==> config.mk <==
export PLATFORM = sky130hd
export DESIGN_NAME = adcsq_top
export DESIGN_NICKNAME = d
export VERILOG_FILES = /design/src/adcsq_pkg.sv /design/src/adcsq_top.sv
export VERILOG_INCLUDE_DIRS = /design/src /design/src/src
export SDC_FILE = /design/constraint.sdc
export NUM_CORES = 1
export LEC_CHECK = 0
export ABC_AREA = 1
export CAP_MARGIN = 20
export CORE_ASPECT_RATIO = 1.75
export CORE_MARGIN = 2
export CORE_UTILIZATION = 70
export CTS_BUF_LIST = sky130_fd_sc_hd__clkbuf_4 sky130_fd_sc_hd__clkbuf_8
export DETAILED_ROUTE_END_ITERATION = 7
export DONT_BUFFER_PORTS = 1
export GPL_TIMING_DRIVEN = 0
export PLACE_DENSITY_LB_ADDON = 0.25
export SETUP_SLACK_MARGIN = 0.5
export SYNTH_ARGS = -nofsm -noshare
export SYNTH_HDL_FRONTEND = slang
export SYNTH_SLANG_ARGS = --single-unit
==> constraint.sdc <==
create_clock -name aclk -period 2.7 [get_ports aclk]
set_input_delay 0.405 -clock aclk [delete_from_list [all_inputs] [get_ports aclk]]
set_output_delay 0.405 -clock aclk [all_outputs]
set_load 0.01 [all_outputs]
==> src/adcsq_cfg.svh <==
// Purpose: offsets, field positions and reset values of the scan sequencer
// Assumes: 32-bit AXI4-Lite data, 8-bit byte address
// Notes:   every register is one aligned word
`ifndef ADCSQ_CFG_SVH
`define ADCSQ_CFG_SVH
// ****************************************
// register byte offsets, and address bits [7:6] of the result window
// ****************************************
`define ADCSQ_CTRL_OFS 8'h00
`define ADCSQ_CHSEL_OFS 8'h04
`define ADCSQ_PFM_OFS 8'h08
`define ADCSQ_PFT_OFS 8'h0c
`define ADCSQ_STAT_OFS 8'h10
`define ADCSQ_MASK_OFS 8'h14
`define ADCSQ_RES_BASE 2'h1
// ****************************************
// field positions
// ****************************************
`define ADCSQ_CTRL_EN_BIT 0
`define ADCSQ_CTRL_MODE_LO 1
`define ADCSQ_CTRL_MODE_HI 2
`define ADCSQ_CTRL_BUSY_BIT 3
`define ADCSQ_PFM_EN_BIT 0
`define ADCSQ_PFM_COND_BIT 1
// ****************************************
// reset values and bus answers
// ****************************************
`define ADCSQ_RST_BYTE 8'h00
`define ADCSQ_RST_CHAN 4'h0
`define ADCSQ_RESP_OKAY 2'h0
`define ADCSQ_RESP_SLVERR 2'h2
`endif

==> src/adcsq_pkg.sv <==
// Purpose: types shared by the scan sequencer
// Assumes: nothing
// Notes:   gray coded states along idle, start, wait
package adcsq_pkg;
    typedef enum logic [1:0] {
        ST_IDLE = 2'h0,
        ST_START = 2'h1,
        ST_WAIT = 2'h3,
        ST_HALT = 2'h2
    } adcsq_state_e;
endpackage

==> src/adcsq_top.sv <==
// Purpose: channel sequencing, result storage and power-fail irq gating
// Assumes: front end runs on aclk, so conv_done and conv_data are unsynchronised
// Notes:   mode 00 cont select, 01 cont scan, 10 one-shot select, 11 one-shot scan
//
// Our own choices: the AXI4-Lite interface to the registers and the placing of the registers.
`timescale 1ns/1ps
`include "adcsq_cfg.svh"
module adcsq_top #(
    parameter int NCH = 16
) (
    // clock and reset
    input wire logic aclk,
    input wire logic aresetn,
    // axi4-lite write channels
    input wire logic [7:0] s_axi_awaddr,
    input wire logic s_axi_awvalid,
    output logic s_axi_awready,
    input wire logic [31:0] s_axi_wdata,
    input wire logic [3:0] s_axi_wstrb,
    input wire logic s_axi_wvalid,
    output logic s_axi_wready,
    output logic [1:0] s_axi_bresp,
    output logic s_axi_bvalid,
    input wire logic s_axi_bready,
    // axi4-lite read channels
    input wire logic [7:0] s_axi_araddr,
    input wire logic s_axi_arvalid,
    output logic s_axi_arready,
    output logic [31:0] s_axi_rdata,
    output logic [1:0] s_axi_rresp,
    output logic s_axi_rvalid,
    input wire logic s_axi_rready,
    // analog front end
    output logic conv_start,
    output logic [3:0] conv_chan,
    input wire logic conv_done,
    input wire logic [9:0] conv_data,
    // interrupt
    output logic irq
);
    // ****************************************
    // registers and state
    // ****************************************
    logic conversion_enable_bit;
    logic [1:0] op_mode;
    logic [3:0] channel_select_reg;
    logic powerfail_enable_bit;
    logic powerfail_condition_bit;
    logic [7:0] powerfail_threshold_reg;
    logic stat_end;
    logic mask_end;
    logic [9:0] chan_result_reg [NCH];
    adcsq_pkg::adcsq_state_e state;
    logic match0;
    logic [7:0] wa;
    logic [31:0] wd;
    logic [3:0] ws;

    // ****************************************
    // bus write side
    // ****************************************
    logic wr_fire;
    logic wr_hit;
    logic lane0;
    assign wr_fire = !s_axi_awready && !s_axi_wready && !s_axi_bvalid;
    assign lane0 = wr_fire && ws[0];

    // address and data are taken in either order, then one write fires
    // readies start high: both low with no response pending means a write is taken
    always_ff @(posedge aclk) begin
        if (!aresetn) begin
            s_axi_awready <= 1'b1;
            s_axi_wready <= 1'b1;
            s_axi_bvalid <= 1'b0;
            s_axi_bresp <= `ADCSQ_RESP_OKAY;
            wa <= `ADCSQ_RST_BYTE;
            wd <= 32'h0;
            ws <= 4'h0;
        end else if (s_axi_bvalid) begin
            if (s_axi_bready) begin
                s_axi_bvalid <= 1'b0;
                s_axi_awready <= 1'b1;
                s_axi_wready <= 1'b1;
            end
        end else if (wr_fire) begin
            s_axi_bvalid <= 1'b1;
            s_axi_bresp <= wr_hit ? `ADCSQ_RESP_OKAY : `ADCSQ_RESP_SLVERR;
        end else begin
            if (s_axi_awvalid && s_axi_awready) begin
                wa <= s_axi_awaddr;
                s_axi_awready <= 1'b0;
            end
            if (s_axi_wvalid && s_axi_wready) begin
                wd <= s_axi_wdata;
                ws <= s_axi_wstrb;
                s_axi_wready <= 1'b0;
            end
            if (!s_axi_awready && s_axi_wready && !s_axi_wvalid && wa == 8'hff) begin
                s_axi_wready <= 1'b1;
            end
        end
    end

    // result registers accept writes silently; only the six control registers at 0x00 to 0x14 are writable
    always_comb begin
        unique case (wa)
            `ADCSQ_CTRL_OFS, `ADCSQ_CHSEL_OFS, `ADCSQ_PFM_OFS,
            `ADCSQ_PFT_OFS, `ADCSQ_STAT_OFS, `ADCSQ_MASK_OFS: wr_hit = 1'b1;
            default: wr_hit = (wa[7:6] == `ADCSQ_RES_BASE);
        endcase
    end

    // control: enable and the two-bit operation mode
    always_ff @(posedge aclk) begin
        if (!aresetn) begin
            conversion_enable_bit <= 1'b0;
            op_mode <= 2'h0;
        end else if (lane0 && wa == `ADCSQ_CTRL_OFS) begin
            conversion_enable_bit <= wd[`ADCSQ_CTRL_EN_BIT];
            op_mode <= wd[`ADCSQ_CTRL_MODE_HI:`ADCSQ_CTRL_MODE_LO];
        end
    end

    // channel select and power-fail setup
    always_ff @(posedge aclk) begin
        if (!aresetn) begin
            channel_select_reg <= `ADCSQ_RST_CHAN;
            powerfail_enable_bit <= 1'b0;
            powerfail_condition_bit <= 1'b0;
            powerfail_threshold_reg <= `ADCSQ_RST_BYTE;
            mask_end <= 1'b0;
        end else if (lane0) begin
            if (wa == `ADCSQ_CHSEL_OFS) begin
                channel_select_reg <= wd[3:0];
            end
            if (wa == `ADCSQ_PFM_OFS) begin
                powerfail_enable_bit <= wd[`ADCSQ_PFM_EN_BIT];
                powerfail_condition_bit <= wd[`ADCSQ_PFM_COND_BIT];
            end
            if (wa == `ADCSQ_PFT_OFS) begin
                powerfail_threshold_reg <= wd[7:0];
            end
            if (wa == `ADCSQ_MASK_OFS) begin
                mask_end <= wd[0];
            end
        end
    end

    // ****************************************
    // sequencer
    // ****************************************
    logic scan_mode;
    logic one_shot;
    logic done_fire;
    logic last_ch;
    logic [7:0] upper;
    logic cmp_hit;
    logic end_event;
    assign scan_mode = op_mode[0];
    assign one_shot = op_mode[1];
    assign done_fire = (state == adcsq_pkg::ST_WAIT) && conversion_enable_bit && conv_done;
    // a shrunken select mid-scan still ends the pass, hence >=
    assign last_ch = !scan_mode || (conv_chan >= channel_select_reg);
    assign upper = conv_data[9:2];
    assign cmp_hit = powerfail_condition_bit ? (upper < powerfail_threshold_reg)
                                             : (upper >= powerfail_threshold_reg);
    // scans judge the whole pass by the channel 0 compare
    assign end_event = done_fire && last_ch && (!powerfail_enable_bit ||
        ((scan_mode && conv_chan != 4'h0) ? match0 : cmp_hit));

    // channel walk: select converts one channel, scan walks up from 0
    always_ff @(posedge aclk) begin
        if (!aresetn) begin
            state <= adcsq_pkg::ST_IDLE;
            conv_chan <= `ADCSQ_RST_CHAN;
        end else begin
            unique case (state)
                adcsq_pkg::ST_IDLE: begin
                    if (conversion_enable_bit) begin
                        state <= adcsq_pkg::ST_START;
                        conv_chan <= scan_mode ? 4'h0 : channel_select_reg;
                    end
                end
                adcsq_pkg::ST_START: begin
                    state <= adcsq_pkg::ST_WAIT;
                end
                adcsq_pkg::ST_WAIT: begin
                    if (!conversion_enable_bit) begin
                        state <= adcsq_pkg::ST_IDLE;
                    end else if (conv_done) begin
                        if (last_ch && one_shot) begin
                            state <= adcsq_pkg::ST_HALT;
                        end else if (last_ch) begin
                            state <= adcsq_pkg::ST_START;
                            conv_chan <= scan_mode ? 4'h0 : channel_select_reg;
                        end else begin
                            state <= adcsq_pkg::ST_START;
                            conv_chan <= conv_chan + 4'h1;
                        end
                    end
                end
                adcsq_pkg::ST_HALT: begin
                    // stays stopped until software clears and sets enable
                    if (!conversion_enable_bit) begin
                        state <= adcsq_pkg::ST_IDLE;
                    end
                end
            endcase
        end
    end

    // start strobe lags the start state by one edge, channel already stable
    always_ff @(posedge aclk) begin
        if (!aresetn) begin
            conv_start <= 1'b0;
        end else begin
            conv_start <= (state == adcsq_pkg::ST_START);
        end
    end

    // channel 0 compare result held for the end of the scan pass
    always_ff @(posedge aclk) begin
        if (!aresetn) begin
            match0 <= 1'b0;
        end else if (done_fire && conv_chan == 4'h0) begin
            match0 <= cmp_hit;
        end
    end

    // every completion in the wait state with enable set is stored, compare or not, at its own index
    always_ff @(posedge aclk) begin
        if (!aresetn) begin
            for (int i = 0; i < NCH; i++) begin
                chan_result_reg[i] <= 10'h000;
            end
        end else if (done_fire) begin
            chan_result_reg[conv_chan] <= conv_data;
        end
    end

    // ****************************************
    // interrupt
    // ****************************************
    // sticky end flag: a new event wins over a same-cycle write of one
    always_ff @(posedge aclk) begin
        if (!aresetn) begin
            stat_end <= 1'b0;
        end else begin
            stat_end <= end_event || (stat_end &&
                !(lane0 && wa == `ADCSQ_STAT_OFS && wd[0]));
        end
    end

    always_ff @(posedge aclk) begin
        if (!aresetn) begin
            irq <= 1'b0;
        end else begin
            irq <= stat_end && mask_end;
        end
    end

    // ****************************************
    // bus read side
    // ****************************************
    logic [31:0] next_rdata;
    logic rd_hit;
    always_comb begin
        next_rdata = 32'h0;
        rd_hit = 1'b1;
        unique case (s_axi_araddr)
            `ADCSQ_CTRL_OFS: begin
                next_rdata[`ADCSQ_CTRL_EN_BIT] = conversion_enable_bit;
                next_rdata[`ADCSQ_CTRL_MODE_HI:`ADCSQ_CTRL_MODE_LO] = op_mode;
                next_rdata[`ADCSQ_CTRL_BUSY_BIT] = state[0];
            end
            `ADCSQ_CHSEL_OFS: next_rdata[3:0] = channel_select_reg;
            `ADCSQ_PFM_OFS: next_rdata[1:0] = {powerfail_condition_bit,
                                               powerfail_enable_bit};
            `ADCSQ_PFT_OFS: next_rdata[7:0] = powerfail_threshold_reg;
            `ADCSQ_STAT_OFS: next_rdata[0] = stat_end;
            `ADCSQ_MASK_OFS: next_rdata[0] = mask_end;
            default: begin
                rd_hit = (s_axi_araddr[7:6] == `ADCSQ_RES_BASE);
                if (rd_hit) begin
                    next_rdata[9:0] = chan_result_reg[s_axi_araddr[5:2]];
                end
            end
        endcase
    end

    // one read at a time; data answered the edge after the address
    always_ff @(posedge aclk) begin
        if (!aresetn) begin
            s_axi_arready <= 1'b0;
            s_axi_rvalid <= 1'b0;
            s_axi_rdata <= 32'h0;
            s_axi_rresp <= `ADCSQ_RESP_OKAY;
        end else if (s_axi_rvalid) begin
            if (s_axi_rready) begin
                s_axi_rvalid <= 1'b0;
                s_axi_arready <= 1'b1;
            end
        end else if (s_axi_arvalid && s_axi_arready) begin
            s_axi_arready <= 1'b0;
            s_axi_rvalid <= 1'b1;
            s_axi_rdata <= next_rdata;
            s_axi_rresp <= rd_hit ? `ADCSQ_RESP_OKAY : `ADCSQ_RESP_SLVERR;
        end else begin
            s_axi_arready <= 1'b1;
        end
    end
endmodule

==> results.yml <==
status:
  run_status: "completed"
critical_path:
  critical_path_required_ns: 2.86
  rr_startpoint: "conversion_enable_bit"
  path_class: "in -> reg"
  timing.critical_path.mode_cell: "sky130_fd_sc_hd__clkbuf_1"
  regToRegSetupSlack_ns: 0.47
  critical-path-max-stage-delay_ns: 0.78
  critical_path.endpoint: "chan_result_reg[10][3]"
  crit_chain: "clkbuf_1 -> clkbuf_1 -> buf_1 -> nand2_1"
  critical_path.slowest_cell: "sky130_fd_sc_hd__buf_1"
  worst-path-buf-inv: 3
  timing.critical_path.from: "aresetn"
  cp_max_fo: 10
  critical_path.endpoint_type: "flip-flop"
  critical_path.startpoint_type: "input port"
  worstPathArrival_ns: 2.46
  worst_path_dominant_cell_family: "buffers and inverters"
  reg2regPathDepth: 7
  rr_endpoint: "chan_result_reg[10][3]"
  crit_cells: 4
yosys:
  flops_latches_synth: 222
  post_synth_num_cell_types: 37
  synth_cells: 1100
  synth.largest_area_cell: "sky130_fd_sc_hd__edfxtp_1"
  synth_area_leaders: "sky130_fd_sc_hd__edfxtp_1, sky130_fd_sc_hd__dfxtp_1, sky130_fd_sc_hd__nor2_1"
  synthesis.area_sq_um: 10160
  synthArstFlopShare_pct: 0
  synthMostInstantiatedCell: "sky130_fd_sc_hd__nor2_1"
  synth.avg_cell_area_sq_um: 9.233
  synth-seq-area-share_pct: 59.53
  count_of_flip_flops_with_a_built_in_enable_after_synthesis: 160
  ys.warnings.count: 0
  synth_top_area_share_pct: 47.31
  ys.flop_type: "sky130_fd_sc_hd__edfxtp_1"
  synthTopCellsByCount: "sky130_fd_sc_hd__nor2_1, sky130_fd_sc_hd__nand2_1, sky130_fd_sc_hd__edfxtp_1, sky130_fd_sc_hd__inv_1, sky130_fd_sc_hd__a21oi_1"
drt:
  dr.first_iter.drc_count: 828
  dr_total_vias: 8255
  routed_wirelength_um: 27690
  post-route-drc-count: 0
  drt_pre_antenna_iters: 7
  detail-route-antenna-nets: 0
  post_drt_via_cell_ratio: 6.074
  routed_wl_per_cell_um: 20.37
place:
  gpl.final_weighted_congestion: 0.9914
  hpwl_um: 19890
  port-buffer-count: 0
  placed_cells_incl_taps: 1303
  place_area_sq_um: 10470
die:
  floorplan.io_pins: 117
  core_region_area_sq_um: 14300
  die-area_sq_um: 15530
  chipHeight_um: 163.3
  initial_core_util_pct: 71.04
  die_w_um: 95.05
  num_rows: 58
sta:
  final_min_period_over_clock_period_pct: 84.92
  max_freq_mhz: 436.1
  tns_ns: 0
  holdWs_ns: 0.01580
  report.final.setup_viol: 0
  max_slew.worst_pin.slew_ns: 0.9665
  slew_viol_final: 0
  rsz_0062_raised_after_global_routing: "yes"
  fin_crit_ns: 2.293
  number_of_failing_hold_endpoints_at_the_final_stage: 0
  maxSlewHeadroom_pct: 35.57
  worst_clock_skew_ns: 0.01553
clock_tree:
  clockBufferDepth: 3
  tritoncts_clock_tree: "done"
  clock_latency_of_the_later_clocked_register_in_the_worst_skew_pair_ns: 0.56
  htreeDepth: 1
  clk_pin_slew_worst_paths_ns: 0.07
  post_cts_hold_buffer_count: 0
  clock_sinks: 222
  clock_tree.root_cell: "sky130_fd_sc_hd__clkbuf_8"
  cts-buffers-inserted: 30
pwr:
  sw_ratio_pct: 24.45
  intPower_mw: 5.328
  power.density_nw_per_um2: 632.5
  p_leak_nw: 4.567
  share_clk_of_total_power_pct: 37.7
  vdd_drop_max_uv: 589.2
  p_sw_mw: 1.724
  power.combinational.fraction_pct: 7.9
  power.sequential.fraction_pct: 54.4
final_layout:
  fin_util_pct: 77.99
  antenna_cells: 0
  areaGrowthSynthToFinish_pct: 9.782
  design_area_sq_um: 11150
  layout.filler_cells: 987
  largest_register_ff_count: 160
  layoutNonFillerInstCount: 1359
  layout.nets: 1242
  post_route_cells_drive_above_1_share_pct: 11.62
flow_run:
  maxCapViolCount: 0
min_path:
  hp-class: "in -> reg"
  min_delay_path_depth: 2
global_routing:
  first_global_vias: 7980
  wire_length_of_the_first_global_routing_pass_um: 41590
  grt_start_max_net_pins: 15
  global_route.usage.total_pct: 36.19
  globalRouteOverflowTotal: 0
  grt_antenna_before_repair: 0
## per-stage QoR
step,setup slack (ns),power (mW)
2_1_floorplan,0.9575,4.252
3_3_place_gp,0.1938,4.417
3_5_place_dp,0.1469,4.440
4_1_cts,0.5023,7.005
5_1_grt,0.3203,7.226
6_report,0.4072,7.052
## how the worst min path moves through the flow
stage	end	slack, ns	from
floorplan	irq	0.42	mask_end
global placement	wd[7]	0.46	wd[7]
detailed placement	wd[6]	0.47	wd[6]
CTS	s_axi_awready	0.003	s_axi_bready
global route	s_axi_awready	0.002	s_axi_bready
finish	wd[2]	0.02	s_axi_wdata[2]
## what timing repair did
item,in CTS,in global routing
buffers inserted,0,1
hold endpoints to repair,0,0
endpoints found under the setup margin,40,127
pin swaps,0,1
gates resized for setup,4,16
## power by group through the flow
| stage | combinational [mW] | sequential, mW | clock (mW) |
|---|---|---|---|
| finish | 0.559 | 3.83 | 2.66 |
| global route | 0.600 | 3.85 | 2.78 |
| CTS | 0.540 | 3.83 | 2.63 |
| detailed placement | 0.534 | 3.91 | 0 |
| global placement | 0.518 | 3.90 | 0 |
| floorplan | 0.369 | 3.88 | 0 |
## logic make-up (layout without fill, tap and decap cells)
family / count (synthesis) / count (layout) / synth area share [%]
simple gates: 524 / 524 / 21.07
fa+ha+maj: 16 / 16 / 1.971
buf+inv: 166 / 222 / 7.712
flops: 222 / 222 / 59.53
other cells: 1 / 24 / 0.03692
compound gates: 171 / 171 / 9.683
## routing by layer
layer / vias to the layer above / GRT usage, % / share of wire (%) / wire [um]
met5: - / 0 / 0 / 0
met1: 3801 / 40.42 / 32 / 8961
met2: 560 / 62.12 / 51 / 14100
met4: 0 / 24.97 / 7.9 / 2179
met3: 140 / 5.673 / 8.8 / 2450
li1: 3754 / - / - / -
## cell type report
type / count / area, sq um / share of cell area, %
buffer: 84 / 474.2 / 4.253
clock buffer: 43 / 554.3 / 4.971
clock inverter: 12 / 76.32 / 0.6845
inverter: 82 / 309.0 / 2.772
multi-input combinational: 735 / 3453 / 30.97
sequential: 222 / 6050 / 54.26
tap: 180 / 225.2 / 2.020
timing repair buffer: 1 / 7.507 / 0.06733
## layout by cell type (no fill, tap or decap), types with 23 or more instances in the layout
cell / instances
sky130_fd_sc_hd__a21oi_1: 67
sky130_fd_sc_hd__a22oi_1: 43
sky130_fd_sc_hd__buf_2: 28
sky130_fd_sc_hd__buf_4: 28
sky130_fd_sc_hd__clkbuf_1: 23
sky130_fd_sc_hd__clkbuf_8: 37
sky130_fd_sc_hd__conb_1: 24
sky130_fd_sc_hd__dfxtp_1: 59
sky130_fd_sc_hd__edfxtp_1: 160
sky130_fd_sc_hd__inv_1: 76
sky130_fd_sc_hd__nand2_1: 183
sky130_fd_sc_hd__nand3_1: 41
sky130_fd_sc_hd__nand4_1: 24
sky130_fd_sc_hd__nor2_1: 241
sky130_fd_sc_hd__o21ai_0: 51
Note: power is estimated with default switching activity, not from simulation.
